===== src/shared/ast_pkg.sv =====
// Constants, types and register map of the async serial port.
// Assumes an APB slave wrapper with 32-bit data and word indices.
package ast_pkg;

  // ---------------------------------------------------------------
  // Register word indices; byte address is four times the index.
  // ---------------------------------------------------------------
  localparam logic [7:0] IDX_FLAGS   = 8'h0c; // Peripheral flags.
  localparam logic [7:0] IDX_RX_STAT = 8'h18; // Receive status.
  localparam logic [7:0] IDX_TX_BUF  = 8'h19; // Transmit buffer.
  localparam logic [7:0] IDX_RX_BUF  = 8'h1a; // Receive buffer.
  localparam logic [7:0] IDX_ENABLES = 8'h8c; // Peripheral enables.
  localparam logic [7:0] IDX_TX_STAT = 8'h98; // Transmit status.
  localparam logic [7:0] IDX_BAUD    = 8'h99; // Baud divisor.

  // ---------------------------------------------------------------
  // Field positions.
  // ---------------------------------------------------------------
  localparam int FL_RX_READY = 5; // Receive ready flag.
  localparam int FL_TX_EMPTY = 4; // Transmit buffer empty flag.
  localparam int RS_PORT_EN  = 7; // Port enable.
  localparam int RS_RX9      = 6; // Nine-bit receive select.
  localparam int RS_CONTINUOUS_RX_ENABLE     = 4; // Continuous receive enable.
  localparam int RS_ADDRESS_DETECT_ENABLE     = 3; // Address detect enable.
  localparam int RS_FRAMING_ERROR     = 2; // Framing error.
  localparam int RS_OVERRUN_ERROR     = 1; // Overrun error.
  localparam int RS_RX_NINTH_BIT     = 0; // Received ninth bit.
  localparam int TS_CSRC     = 7; // Clock source, stored only.
  localparam int TS_TX9      = 6; // Nine-bit transmit select.
  localparam int TS_TRANSMIT_ENABLE     = 5; // Transmit enable.
  localparam int TS_SYNC     = 4; // Synchronous select.
  localparam int TS_HIGH_SPEED_SELECT     = 2; // High-speed select.
  localparam int TS_SHIFT_REG_EMPTY     = 1; // Shift register empty.
  localparam int TS_TX_NINTH_BIT     = 0; // Ninth transmit bit.

  // ---------------------------------------------------------------
  // Reset values and timing counts.
  // ---------------------------------------------------------------
  localparam logic [7:0] RST_BYTE    = 8'h00; // Plain reset byte.
  localparam logic [7:0] RST_TX_STAT = 8'h02; // Shift-empty set.
  localparam logic [7:0] TS_RW_MASK  = 8'hfd; // Writable bits.
  localparam logic [7:0] RS_RW_MASK  = 8'hd8; // Writable bits.
  localparam logic [1:0] PRE_LAST    = 2'h3;  // x64 down to x16.
  localparam logic [3:0] PHASE_LAST  = 4'hf;  // Sixteen per bit.
  localparam logic [3:0] SAMPLE_A    = 4'h6;  // Seventh sample.
  localparam logic [3:0] SAMPLE_B    = 4'h7;  // Eighth sample.
  localparam logic [3:0] SAMPLE_C    = 4'h8;  // Ninth sample.
  localparam logic [3:0] TX_STEPS_8  = 4'hb;  // Ten bits plus end.
  localparam logic [3:0] TX_STEPS_9  = 4'hc;  // Eleven bits plus end.
  localparam logic [3:0] RX_LAST_8   = 4'h7;  // Last data index.
  localparam logic [3:0] RX_LAST_9   = 4'h8;  // Last data index.

  // ---------------------------------------------------------------
  // Types.
  // ---------------------------------------------------------------
  // One queued receive word with its status.
  typedef struct packed {
    logic       framing_error;
    logic       ninth;
    logic [7:0] data;
  } ast_rx_word_t;

  // Receiver progress through a frame.
  typedef enum logic [1:0] {
    RX_IDLE  = 2'b00,
    RX_START = 2'b01,
    RX_DATA  = 2'b10,
    RX_STOP  = 2'b11
  } ast_rx_state_t;

endpackage


===== src/logic/ast_serial_port.sv =====
// Async serial transmitter and receiver with an APB register slave.
// Assumes a single pclk domain; the receive pin is synchronous.
`timescale 1ns/1ps
module ast_serial_port
#(
  parameter int ADDR_W   = 12,
  parameter int RX_DEPTH = 2
)
(
  // Clock and reset.
  input  wire logic              pclk,
  input  wire logic              presetn,
  // APB slave.
  input  wire logic              psel,
  input  wire logic              penable,
  input  wire logic              pwrite,
  input  wire logic [ADDR_W-1:0] paddr,
  input  wire logic [31:0]       pwdata,
  output logic      [31:0]       prdata,
  output logic                   pready,
  output logic                   pslverr,
  // Power state.
  input  wire logic              sleep_mode,
  // Serial pins.
  input  wire logic              receive_pin,
  output logic                   transmit_pin_out,
  output logic                   transmit_pin_oe
);

  localparam int PTR_W = (RX_DEPTH > 1) ? $clog2(RX_DEPTH) : 1;
  localparam logic [PTR_W:0] FIFO_FULL = (PTR_W+1)'(RX_DEPTH);
  localparam logic [PTR_W-1:0] PTR_LAST = PTR_W'(RX_DEPTH - 1);

  // ---------------------------------------------------------------
  // Registers.
  // ---------------------------------------------------------------
  logic [7:0] rx_ctl;          // Writable receive status bits.
  logic [7:0] tx_ctl;          // Writable transmit status bits.
  logic [7:0] transmit_buffer; // Pending transmit byte.
  logic [7:0] enables;         // Peripheral enable register.
  logic [7:0] baud_divisor;    // Rate generator reload.
  logic       tx_buf_full;     // Transmit buffer holds a byte.
  logic       tx_empty_flag;   // Transmit buffer empty flag.
  logic       overrun_error;   // Receive overrun.

  // ---------------------------------------------------------------
  // APB decode.
  // ---------------------------------------------------------------
  wire        acc    = psel & penable;
  wire        done   = acc & pready;
  wire        wr     = done & pwrite;
  wire        rd     = done & ~pwrite;
  wire [7:0]  idx    = paddr[9:2];
  wire        hi_ok  = (paddr >> 10) == '0;
  wire        al_ok  = paddr[1:0] == 2'b00;
  wire        s_fl   = idx == ast_pkg::IDX_FLAGS;
  wire        s_rs   = idx == ast_pkg::IDX_RX_STAT;
  wire        s_tb   = idx == ast_pkg::IDX_TX_BUF;
  wire        s_rb   = idx == ast_pkg::IDX_RX_BUF;
  wire        s_en   = idx == ast_pkg::IDX_ENABLES;
  wire        s_ts   = idx == ast_pkg::IDX_TX_STAT;
  wire        s_bd   = idx == ast_pkg::IDX_BAUD;
  wire        hit    = hi_ok & al_ok &
                       (s_fl | s_rs | s_tb | s_rb | s_en | s_ts | s_bd);
  wire        wr_ts  = wr & hit & s_ts;
  wire        wr_rs  = wr & hit & s_rs;
  wire        wr_tb  = wr & hit & s_tb;
  wire        pop    = rd & hit & s_rb;
  wire [7:0]  wbyte  = pwdata[7:0];

  // ---------------------------------------------------------------
  // Mode decode.
  // ---------------------------------------------------------------
  // Async operation needs the port on and sync select clear.
  // async mode gate
  wire async_on = rx_ctl[ast_pkg::RS_PORT_EN] &
                  ~tx_ctl[ast_pkg::TS_SYNC];
  wire tx_on    = async_on & tx_ctl[ast_pkg::TS_TRANSMIT_ENABLE];
  wire rx_on    = async_on & rx_ctl[ast_pkg::RS_CONTINUOUS_RX_ENABLE];
  wire hs       = tx_ctl[ast_pkg::TS_HIGH_SPEED_SELECT];
  wire rx9      = rx_ctl[ast_pkg::RS_RX9];
  wire transmit_enable_set = wr_ts & wbyte[ast_pkg::TS_TRANSMIT_ENABLE] &
                  ~tx_ctl[ast_pkg::TS_TRANSMIT_ENABLE];

  // ---------------------------------------------------------------
  // Rate generator and sample tick.
  // ---------------------------------------------------------------
  logic [7:0] brg_cnt; // Down counter of the rate generator.
  logic [1:0] pre_cnt; // Divides x64 output to x16 samples.
  wire brg_run  = async_on & ~sleep_mode & (tx_on | rx_on);
  wire brg_tick = brg_run & (brg_cnt == '0);
  wire s_tick   = brg_tick & (hs | (pre_cnt == ast_pkg::PRE_LAST));

  // One shared counter serves both directions.
  // shared rate generator
  always_ff @(posedge pclk or negedge presetn)
  begin
    if (!presetn)
      brg_cnt <= ast_pkg::RST_BYTE;
    else if (!brg_run)
      brg_cnt <= baud_divisor;
    else if (brg_tick)
      brg_cnt <= baud_divisor;
    else
      brg_cnt <= brg_cnt - 8'h01;
  end

  // Prescaler used only at the low-speed setting.
  always_ff @(posedge pclk or negedge presetn)
  begin
    if (!presetn)
      pre_cnt <= '0;
    else if (!brg_run)
      pre_cnt <= '0;
    else if (brg_tick)
      pre_cnt <= pre_cnt + 2'h1;
  end

  // ---------------------------------------------------------------
  // Transmitter.
  // ---------------------------------------------------------------
  logic [10:0] tx_shift_reg; // Frame bits, next bit in bit 0.
  logic [3:0]  tx_steps;     // Bits left plus a final step.
  logic [3:0]  tx_phase;     // Sample phase within a bit.
  wire shift_reg_empty = tx_steps == '0;
  wire bit_tick = s_tick & (tx_phase == ast_pkg::PHASE_LAST);
  // A load defers to a buffer write in the same cycle.
  // reload after stop
  wire tx_load  = tx_on & shift_reg_empty & tx_buf_full &
                  ~sleep_mode & ~wr_tb;
  wire tx_nine  = tx_ctl[ast_pkg::TS_TX9];
  wire tx_b9    = tx_nine ? tx_ctl[ast_pkg::TS_TX_NINTH_BIT] : 1'b1;

  // Bit phase runs while the transmitter is on.
  always_ff @(posedge pclk or negedge presetn)
  begin
    if (!presetn)
      tx_phase <= '0;
    else if (!tx_on)
      tx_phase <= '0;
    else if (s_tick)
      tx_phase <= tx_phase + 4'h1;
  end

  // Shift register load, shift and abort.
  always_ff @(posedge pclk or negedge presetn)
  begin
    if (!presetn)
    begin
      tx_shift_reg <= '1;
      tx_steps     <= '0;
    end
    else if (!tx_on)
    begin
      tx_shift_reg <= '1;
      tx_steps     <= '0;
    end
    else if (tx_load)
    begin
      tx_shift_reg <= {1'b1, tx_b9, transmit_buffer, 1'b0};
      tx_steps     <= tx_nine ? ast_pkg::TX_STEPS_9
                              : ast_pkg::TX_STEPS_8;
    end
    else if (bit_tick && !shift_reg_empty)
    begin
      tx_shift_reg <= {1'b1, tx_shift_reg[10:1]};
      tx_steps     <= tx_steps - 4'h1;
    end
  end

  // Pin level and drive enable.
  always_ff @(posedge pclk or negedge presetn)
  begin
    if (!presetn)
    begin
      transmit_pin_out <= 1'b1;
      transmit_pin_oe  <= 1'b0;
    end
    else
    begin
      transmit_pin_oe <= tx_on;
      if (!tx_on)
        transmit_pin_out <= 1'b1;
      else if (bit_tick && tx_steps > 4'h1)
        transmit_pin_out <= tx_shift_reg[0];
      else if (shift_reg_empty)
        transmit_pin_out <= 1'b1;
    end
  end

  // Buffer state and empty flag; a set wins over a clear.
  always_ff @(posedge pclk or negedge presetn)
  begin
    if (!presetn)
    begin
      tx_buf_full   <= 1'b0;
      tx_empty_flag <= 1'b0;
    end
    else
    begin
      if (wr_tb)
        tx_buf_full <= 1'b1;
      else if (tx_load)
        tx_buf_full <= 1'b0;
      if (tx_load || transmit_enable_set)
        tx_empty_flag <= 1'b1;
      else if (wr_tb)
        tx_empty_flag <= 1'b0;
    end
  end

  // ---------------------------------------------------------------
  // Receiver.
  // ---------------------------------------------------------------
  ast_pkg::ast_rx_state_t rx_state;
  logic [3:0] rx_phase;     // Sample phase within a bit.
  logic [3:0] rx_idx;       // Data bit index.
  logic [8:0] rx_shift_reg; // Bits enter at the top.
  logic       samp_a;       // Seventh sample.
  logic       samp_b;       // Eighth sample.
  wire vote = (samp_a & samp_b) | (samp_a & receive_pin) |
              (samp_b & receive_pin);
  wire rx_go   = rx_on & s_tick;
  wire decide  = rx_go & (rx_phase == ast_pkg::SAMPLE_C) &
                 (rx_state != ast_pkg::RX_IDLE);
  wire rx_last = rx_idx == (rx9 ? ast_pkg::RX_LAST_9
                                : ast_pkg::RX_LAST_8);
  wire rx_done = decide & (rx_state == ast_pkg::RX_STOP);

  // Assembled word, aligned for eight or nine bits.
  ast_pkg::ast_rx_word_t rx_word;
  assign rx_word.data  = rx9 ? rx_shift_reg[7:0]
                             : rx_shift_reg[8:1];
  assign rx_word.ninth = rx9 & rx_shift_reg[8];
  assign rx_word.framing_error  = ~vote;

  // Frame sequencing; clearing the enable resets it.
  always_ff @(posedge pclk or negedge presetn)
  begin
    if (!presetn)
    begin
      rx_state     <= ast_pkg::RX_IDLE;
      rx_phase     <= '0;
      rx_idx       <= '0;
      rx_shift_reg <= '0;
      samp_a       <= 1'b1;
      samp_b       <= 1'b1;
    end
    else if (!rx_on)
    begin
      rx_state <= ast_pkg::RX_IDLE;
      rx_phase <= '0;
      rx_idx   <= '0;
    end
    else if (rx_go)
    begin
      rx_phase <= rx_phase + 4'h1;
      if (rx_phase == ast_pkg::SAMPLE_A)
        samp_a <= receive_pin;
      if (rx_phase == ast_pkg::SAMPLE_B)
        samp_b <= receive_pin;
      case (rx_state)
        // Falling line starts a frame.
        ast_pkg::RX_IDLE:
        begin
          rx_phase <= '0;
          if (!receive_pin)
            rx_state <= ast_pkg::RX_START;
        end
        // False start returns to idle.
        ast_pkg::RX_START:
        begin
          rx_idx <= '0;
          if (decide)
            rx_state <= vote ? ast_pkg::RX_IDLE
                             : ast_pkg::RX_DATA;
        end
        ast_pkg::RX_DATA:
        begin
          if (decide)
          begin
            rx_shift_reg <= {vote, rx_shift_reg[8:1]};
            rx_idx       <= rx_idx + 4'h1;
            if (rx_last)
              rx_state <= ast_pkg::RX_STOP;
          end
        end
        ast_pkg::RX_STOP:
        begin
          if (decide)
            rx_state <= ast_pkg::RX_IDLE;
        end
        default:
          rx_state <= ast_pkg::RX_IDLE;
      endcase
    end
  end

  // ---------------------------------------------------------------
  // Receive buffer.
  // ---------------------------------------------------------------
  ast_pkg::ast_rx_word_t fifo_mem [RX_DEPTH];
  logic [PTR_W-1:0] wr_ptr;
  logic [PTR_W-1:0] rd_ptr;
  logic [PTR_W:0]   fifo_cnt;
  wire fifo_full  = fifo_cnt == FIFO_FULL;
  wire fifo_empty = fifo_cnt == '0;
  wire addr_drop  = rx9 & rx_ctl[ast_pkg::RS_ADDRESS_DETECT_ENABLE] & ~rx_word.ninth;
  wire rx_ok      = rx_done & ~overrun_error & ~addr_drop;
  wire rx_ovr     = rx_ok & fifo_full;
  wire push       = rx_ok & ~fifo_full;
  wire do_pop     = pop & ~fifo_empty;
  ast_pkg::ast_rx_word_t head;
  assign head = fifo_mem[rd_ptr];

  always_ff @(posedge pclk)
  begin
    if (push)
      fifo_mem[wr_ptr] <= rx_word;
  end

  // Pointers and fill count.
  always_ff @(posedge pclk or negedge presetn)
  begin
    if (!presetn)
    begin
      wr_ptr   <= '0;
      rd_ptr   <= '0;
      fifo_cnt <= '0;
    end
    else
    begin
      if (push)
        wr_ptr <= (wr_ptr == PTR_LAST) ? '0 : wr_ptr + 1'b1;
      if (do_pop)
        rd_ptr <= (rd_ptr == PTR_LAST) ? '0 : rd_ptr + 1'b1;
      if (push && !do_pop)
        fifo_cnt <= fifo_cnt + 1'b1;
      else if (do_pop && !push)
        fifo_cnt <= fifo_cnt - 1'b1;
    end
  end

  // Overrun sticks until the receive enable is cleared.
  always_ff @(posedge pclk or negedge presetn)
  begin
    if (!presetn)
      overrun_error <= 1'b0;
    else if (rx_ovr)
      overrun_error <= 1'b1;
    else if (!rx_ctl[ast_pkg::RS_CONTINUOUS_RX_ENABLE])
      overrun_error <= 1'b0;
  end

  // ---------------------------------------------------------------
  // Register writes.
  // ---------------------------------------------------------------
  always_ff @(posedge pclk or negedge presetn)
  begin
    if (!presetn)
    begin
      rx_ctl          <= ast_pkg::RST_BYTE;
      tx_ctl          <= ast_pkg::RST_BYTE;
      transmit_buffer <= ast_pkg::RST_BYTE;
      enables         <= ast_pkg::RST_BYTE;
      baud_divisor    <= ast_pkg::RST_BYTE;
    end
    else if (wr && hit)
    begin
      if (s_rs)
        rx_ctl <= wbyte & ast_pkg::RS_RW_MASK;
      if (s_ts)
        tx_ctl <= wbyte & ast_pkg::TS_RW_MASK;
      if (s_tb)
        transmit_buffer <= wbyte;
      if (s_en)
        enables <= wbyte;
      if (s_bd)
        baud_divisor <= wbyte;
    end
  end

  // ---------------------------------------------------------------
  // Read data and answer.
  // ---------------------------------------------------------------
  wire [7:0] fl_rd = 8'(((fifo_empty ? 0 : 1) << ast_pkg::FL_RX_READY)
                   | (int'(tx_empty_flag) << ast_pkg::FL_TX_EMPTY));
  wire [7:0] rs_rd = rx_ctl
                   | 8'(int'(~fifo_empty & head.framing_error) << ast_pkg::RS_FRAMING_ERROR)
                   | 8'(int'(overrun_error) << ast_pkg::RS_OVERRUN_ERROR)
                   | 8'(int'(~fifo_empty & head.ninth) << ast_pkg::RS_RX_NINTH_BIT);
  wire [7:0] ts_rd = tx_ctl
                   | 8'(int'(shift_reg_empty) << ast_pkg::TS_SHIFT_REG_EMPTY);
  wire [7:0] rb_rd = fifo_empty ? ast_pkg::RST_BYTE : head.data;
  wire [7:0] rd_mux = s_fl ? fl_rd : s_rs ? rs_rd :
                      s_tb ? transmit_buffer : s_rb ? rb_rd :
                      s_en ? enables : s_ts ? ts_rd : baud_divisor;

  // One wait state: data is captured as pready rises.
  always_ff @(posedge pclk or negedge presetn)
  begin
    if (!presetn)
    begin
      pready  <= 1'b0;
      pslverr <= 1'b0;
      prdata  <= '0;
    end
    else
    begin
      pready  <= acc & ~pready;
      pslverr <= acc & ~pready & ~hit;
      if (acc && !pready)
        prdata <= (hit && !pwrite) ? {24'h00_0000, rd_mux} : '0;
    end
  end

endmodule


===== config.mk =====
export PLATFORM = sky130hd
export DESIGN_NAME = ast_serial_port
export DESIGN_NICKNAME = d
export VERILOG_FILES = /design/src/shared/ast_pkg.sv /design/src/logic/ast_serial_port.sv
export SDC_FILE = /design/constraint.sdc
export NUM_CORES = 1
export LEC_CHECK = 0
export BUFFER_PORTS_ARGS = -buffer_cell sky130_fd_sc_hd__buf_2
export CAP_MARGIN = 5
export CELL_PAD_IN_SITES_DETAIL_PLACEMENT = 1
export CELL_PAD_IN_SITES_GLOBAL_PLACEMENT = 2
export CORE_UTILIZATION = 35
export DETAILED_ROUTE_END_ITERATION = 10
export GPL_ROUTABILITY_DRIVEN = 1
export MAX_ROUTING_LAYER = met4
export PLACE_DENSITY_LB_ADDON = 0.1
export SYNTH_ARGS = -nofsm -noshare
export SYNTH_HDL_FRONTEND = slang
export SYNTH_SLANG_ARGS = --single-unit

===== constraint.sdc =====
create_clock -name pclk -period 5.05 [get_ports pclk]
set_clock_uncertainty 0.05 [all_clocks]
set_input_delay 1.2625 -clock pclk [delete_from_list [all_inputs] [get_ports pclk]]
set_output_delay 1.2625 -clock pclk [all_outputs]
set_load 0.1 [all_outputs]

### Word-level counts from Yosys, hierarchy flattened

Memories as Yosys holds them, arrays and structs flattened.
Index checks and enable logic that the tools add are counted.

| word-level totals | value |
|---|---|
| flip-flop bits (word level) | 128 |
| RAM bits | 20 |
| input port bits | 51 |
| output and inout port bits | 36 |
| logic and storage cells | 230 |
| memories kept | 1 |

| operators by class | value |
|---|---|
| add/sub/neg operators | 10 |
| magnitude comparators | 1 |
| equal/unequal tests | 29 |
| muxes and demuxes | 56 |
| bitwise operators | 73 |
| reduce and logical (&&, ||, !) cells | 33 |

Memories:

| name | words | bits a word | rd ports | clocked after Yosys merged registers in | write ports | RTL line | RTL |
|---|---|---|---|---|---|---|---|
| fifo_mem | 2 | 10 | 1 | 0 | 1 | ast_serial_port.sv:302 | `ast_pkg::ast_rx_word_t fifo_mem [RX_DEPTH];` |

Operator list:

| kind | count |
|---|---|
| two-way mux 8 bit | 11 |
| two-way mux 4 bit | 12 |
| bitwise AND 1 bit | 42 |
| two-way mux 11 bit | 3 |
| equality test 8 x 5 -> 1 bit, second input constant | 3 |
| equality test 8 bit, second input constant | 3 |
| two-way mux 2 bit | 12 |
| bitwise OR 8 x 2 -> 8 bit | 2 |
| bitwise OR 8 bit | 2 |
| two-way mux 1 bit | 15 |
| != test 3 bit, second input constant | 5 |
| inverter 1 bit | 13 |
| adder 4 x 1 -> 4 bit, second input constant | 3 |
| zero test 12 bit | 1 |
| bitwise OR 1 bit | 10 |
| AND reduction 2 bit | 5 |
| != test 3 x 1 -> 1 bit, second input constant | 3 |
| AND reduction 3 bit | 3 |
| bitwise AND 8 x 1 -> 8 bit | 1 |
| equality test 2 bit, second input constant | 4 |
| equality test 4 x 3 -> 1 bit, second input constant | 2 |
| equality test 4 bit, second input constant | 2 |
| equality test 8 x 4 -> 1 bit, second input constant | 1 |
| zero test 8 bit | 1 |
| 23 further kinds | 43 |

### Longest topological paths before layout

| depth | value |
|---|---|
| depth in word-level cells | 18 |
| gate-level depth with buffers | 10 |
| depth with buffers taken out | 10 |

### Least setup slack after synthesis

OpenSTA, ideal clock, no wires.

| timing | value |
|---|---|
| path kind | input -> register |
| start point | input port paddr[2] |
| end point | register fifo_cnt[1] |
| setup time | 0.079 ns |
| arrival | 3.233 ns |
| required time | 4.921 ns |
| path slack | 1.687 ns |
| stages | 8 |
| path buffers | 1 |
| cell sequence | clkbuf_1 > nor4bb_1 > nand3_1 > or4_1 > ha_1 > xor2_1 > nor2_1 > xor2_1 |

| on the way | value |
|---|---|
| cells in the longest elaborated chain, start to end | 14 |
| elaborated cells between the ends (all ways) | 22 |
| those cells by class | eq/ne (7); mux (1); bitwise (10); reduce/logical (4) |

RTL lines:

| item | RTL line | RTL |
|---|---|---|
| start: declaration | ast_serial_port.sv:17 | `input wire logic [ADDR_W-1:0] paddr,` |
| equality test 8 x 4 -> 1 bit or equality test 8 x 5 -> 1 bit (tied branches) | ast_serial_port.sv:56, ast_serial_port.sv:57 |  |
| bitwise OR 1 bit (6 in series) | ast_serial_port.sv:64 | `(s_fl \| s_rs \| s_tb \| s_rb \| s_en \| s_ts \| s_bd);` |
| bitwise AND 1 bit | ast_serial_port.sv:63 | `wire hit = hi_ok & al_ok &` |
| bitwise AND 1 bit | ast_serial_port.sv:68 | `wire pop = rd & hit & s_rb;` |
| bitwise AND 1 bit * | ast_serial_port.sv:68 |  |
| bitwise AND 1 bit * | ast_serial_port.sv:312 | `wire do_pop = pop & ~fifo_empty;` |
| zero test 1 bit | ast_serial_port.sv:337 | `if (push && !do_pop)` |
| logical AND 1 bit | ast_serial_port.sv:337 |  |
| two-way mux 2 bit or nonzero test 2 bit (tied branches) | -- |  |
| end signal: assignment | ast_serial_port.sv:338 | `fifo_cnt <= fifo_cnt + 1'b1;` |
| end signal: assignment | ast_serial_port.sv:340 | `fifo_cnt <= fifo_cnt - 1'b1;` |
| end: declaration | ast_serial_port.sv:305 | `logic [PTR_W:0] fifo_cnt;` |

Every way passes the cells marked *; elsewhere a longest branch is shown, timed or not.
A chain may end at the register's enable or synchronous reset.

### Final worst setup path

| timing | value |
|---|---|
| start point | input port paddr[9] |
| end point | register fifo_cnt[1] |

The elaborated chain is that of the path after synthesis.

==> impl_results.md <==
- FF-to-FF setup slack: 1770 ps
- Worst-margin pin slew: 1064 ps
- Kind of critical path: in2reg
- Sequential area share after synthesis: 0.4947
- Vias in the first global route: 4,885
- Max reg flops: 20
- Ys Warns: 0
- Period Utilization, post-route: 0.6975
- Leak: 3.370 nW
- Most frequent cells in the layout: dfrtp_1, mux2_2, nand2_1
- Post-layout min period: 3522 ps
- Drt wl/cell: 20.48 um
- FMAX: 0.2839 GHz
- 1st-pass router iterations: 4
- Commonest non-fill, non-tap cell in the layout: dfrtp_1
- Clock tree root buffer cell: clkbuf_16
- Reg-to-reg startpoint: brg_cnt[2]
- Startpoint types: input pin
- Post-Route WL: 18,020 um
- Switching Power: approximately 660 uW
- Power Internal: 1.769 mW
- Die Y: 137.8 um
- Total power: 2.424 mW
- Setup violations, final: 0
- Drt drc: 0
- Clock network fraction of design power: 0.526
- CTS Buffer Depth: 2
- # fillers: a little over 2,000
- Buffers added on ports: 38
- Synth Area in XOR/XNOR: 0.02170
- Post-synthesis compound-gate area fraction: 0.1031
- Final Hold Fails: 0
- Num CTS Buffers: 17
- Post-synth cell types: 65
- Synthesized area: 0.006457 mm2
- CP max FO: 10
- Data required time at the worst endpoint: 5350 ps
- Vias/cell: between 5 and 6
- Post-synth EDFFs: 20
- Clock-pin transition on the worst setup and hold timing paths: 60 ps
- Post-synth ARST share: 0.8374
- RD Place Congestion: 0.8015
- Die extent in x: between 100 and 150 um
- Setup TNS: 0 ps
- Sequential share of power: 0.415
- Combinational share of power: 0.059
- Unrepaired setup endpoints after global routing: no
- Critical path's slowest cell: nor4b_2
- WHS Endpoint: prdata[7]
- Drt first-iter violations: around 210
- NumNets Final: 700
- Min-Delay Startpoint: prdata[7]
- Gr ovfl total: 0
- Number of synthesized register bits: roughly 120
- Worst path most repeated cell: xor2_1
- Largest net degree at the start of global routing: 81
- Area occupied by registers: 0.003194 mm2
- Setup crit end kind: flop
- Initial Util: 0.3583
- Antenna violations before repair: 0
- Post-CTS sizing: 0
- Worst setup path start: paddr[9]
- Mean Syn Cell Area: 10.76 um2
- Detail Route Antenna Nets: 0
- Max Slew Vio Count: 0
- Max Cap Viol: 0
- Synth Area in Simple Gates: 0.1721
- Hpwl dp: approximately 13,000 um
- Total number of vias: 4,747
- Minimum hold slack: 437.2 ps
- Hold_buf cts: 0
- Worst-Skew Late Latency: 430 ps
- Die area: 0.01900 mm2
- Share of layout cells above drive strength 1: 0.2535
- Max incr delay on CP: 750 ps
- First-pass GRT wire length: 28,230 um
- CTS tree: yes
- Combinational family with the most area after synthesis: simple AND/OR/NAND/NOR gates
- Cells after Synth: 600
- Number of I/O pins: 87
- Worst min-delay path category: reg2reg
- Status: complete, no violations
- Synth Flop Type: dfrtp_1
- H-tree depth: 4
- Hold depth: 2
- Area of the multi-input gates: approximately 0.0030 mm2
- # Post-CTS Setup Buffers: 0
- Mux contribution to synthesized area: 0.1269
- Rows: around 50
- Core ar.: 0.01802 mm2
- Power density cells: between 300 and 400 mW/mm2
- Adder-cell area share of the yosys netlist: 0.02131
- Max_slew headroom: 0.2907
- Area grow syn2layout: 14.40%
- Worst Reg-to-Reg Cells: 5
- Reg-to-Reg End: fifo_mem[0][8]
- Peak supply drop: 0.3018 mV
- WP data arrival: 3820 ps
- CP cell instances: buf_2 > nor4b_2 > nand3_1 > or4_1 > ha_1 > xor2_1 > nor2_1 > xor2_1
- Diodes inserted: 0
- CTS sink count: about 120
- GRT Resource Usage Total: 0.2116
- Sw Ratio: 0.2703
critical path, delay by kind of cell:
| kind | cells | cell delay, ps |
|---|---|---|
| AND/OR/NAND/NOR | 4 | 1900 |
| XOR/XNOR | 2 | 300 |
| buffers and inverters | 1 | 120 |
| adder cells (fa/ha/maj) | 1 | 230 |
area by class of cell:
type	count	area share
clock buffer	17	0.05759
sequential	123	0.4324
tap	229	0.03879
multi-input combinational	427	0.4013
timing repair buffer	45	0.03320
clock inverter	15	0.02456
inverter	24	0.01220
synthesized netlist by cell type, drive strengths merged (4+ instances only):
cell / instances / area [um2]
dfrtp: 90 / 2252
a31oi: 7 / 43.79
dfstp: 13 / 341.6
ha: 11 / 137.6
a21oi: 22 / 110.1
nor3: 13 / 70.07
nand2: 43 / 161.4
nand3b: 4 / 30.03
a211o: 4 / 35.03
and3: 6 / 37.54
nor4b: 4 / 47.55
xor2: 5 / 43.79
or3: 4 / 30.03
clkbuf: 16 / 60.06
nor4: 15 / 106.4
buf: 33 / 235.2
inv: 24 / 90.08
o21ai: 28 / 140.1
nor2b: 9 / 56.30
nor3b: 7 / 52.55
mux2i: 11 / 110.1
or4: 5 / 37.54
nand4: 6 / 37.54
nand2b: 7 / 43.79
a211oi: 11 / 82.58
a221oi: 5 / 43.79
nor2: 40 / 150.1
xnor2: 11 / 96.34
mux2: 63 / 709.4
nand3: 19 / 95.09
edfxtp: 20 / 600.6
power groups by stage:
stage | Clock, mW | Combinational [mW] | Sequential, mW
CTS | 1.30 | 0.143 | 1.01
global route | 1.34 | 0.151 | 1.01
floorplan | 0 | 0.107 | 1.03
finish | 1.28 | 0.142 | 1.01
global placement | 0 | 0.142 | 1.03
detailed placement | 0 | 0.143 | 1.03
worst max path at each step:
| stage | slack (ps) | end | cells past startpoint |
|---|---|---|---|
| 2_1_floorplan | 1690 | fifo_cnt[1] | 8 |
| 3_3_place_gp | 1120 | fifo_cnt[1] | 8 |
| 3_5_place_dp | 1090 | fifo_cnt[1] | 7 |
| 4_1_cts | 1530 | fifo_cnt[1] | 8 |
| 5_1_grt | 1340 | fifo_cnt[1] | 8 |
| 6_report | 1530 | fifo_cnt[1] | 8 |
cells by family after synthesis:
kind of cell    Yosys count
mux                      74
flops                   123
compound gates          102
xor+xnor                 16
buf+inv                  73
fa+ha+maj                11
simple gates            200
other cells               1
stage by stage:
step | cell area (um2) | setup slack (ps) | instances | utilization
5_1_grt | 7387 | 1342 | 880 | 0.4098
3_5_place_dp | 6780 | 1087 | 848 | 0.3762
2_1_floorplan | 6544 | 1687 | 623 | -
3_3_place_gp | 6780 | 1116 | 848 | 0.3762
4_1_cts | 7387 | 1526 | 880 | 0.4098
6_report | 7387 | 1528 | 880 | 0.4098
layer usage:
layer | global-route usage | part of all wire | up-vias
met4 | 0.06280 | 0.011 | 0
met1 | 0.2789 | 0.48 | 2452
met2 | 0.3264 | 0.48 | 72
li1 | - | - | 2209
met3 | 0.04452 | 0.030 | 14
met5 | - | 0 | -
No activity file was read; power rests on OpenSTA's default activity.
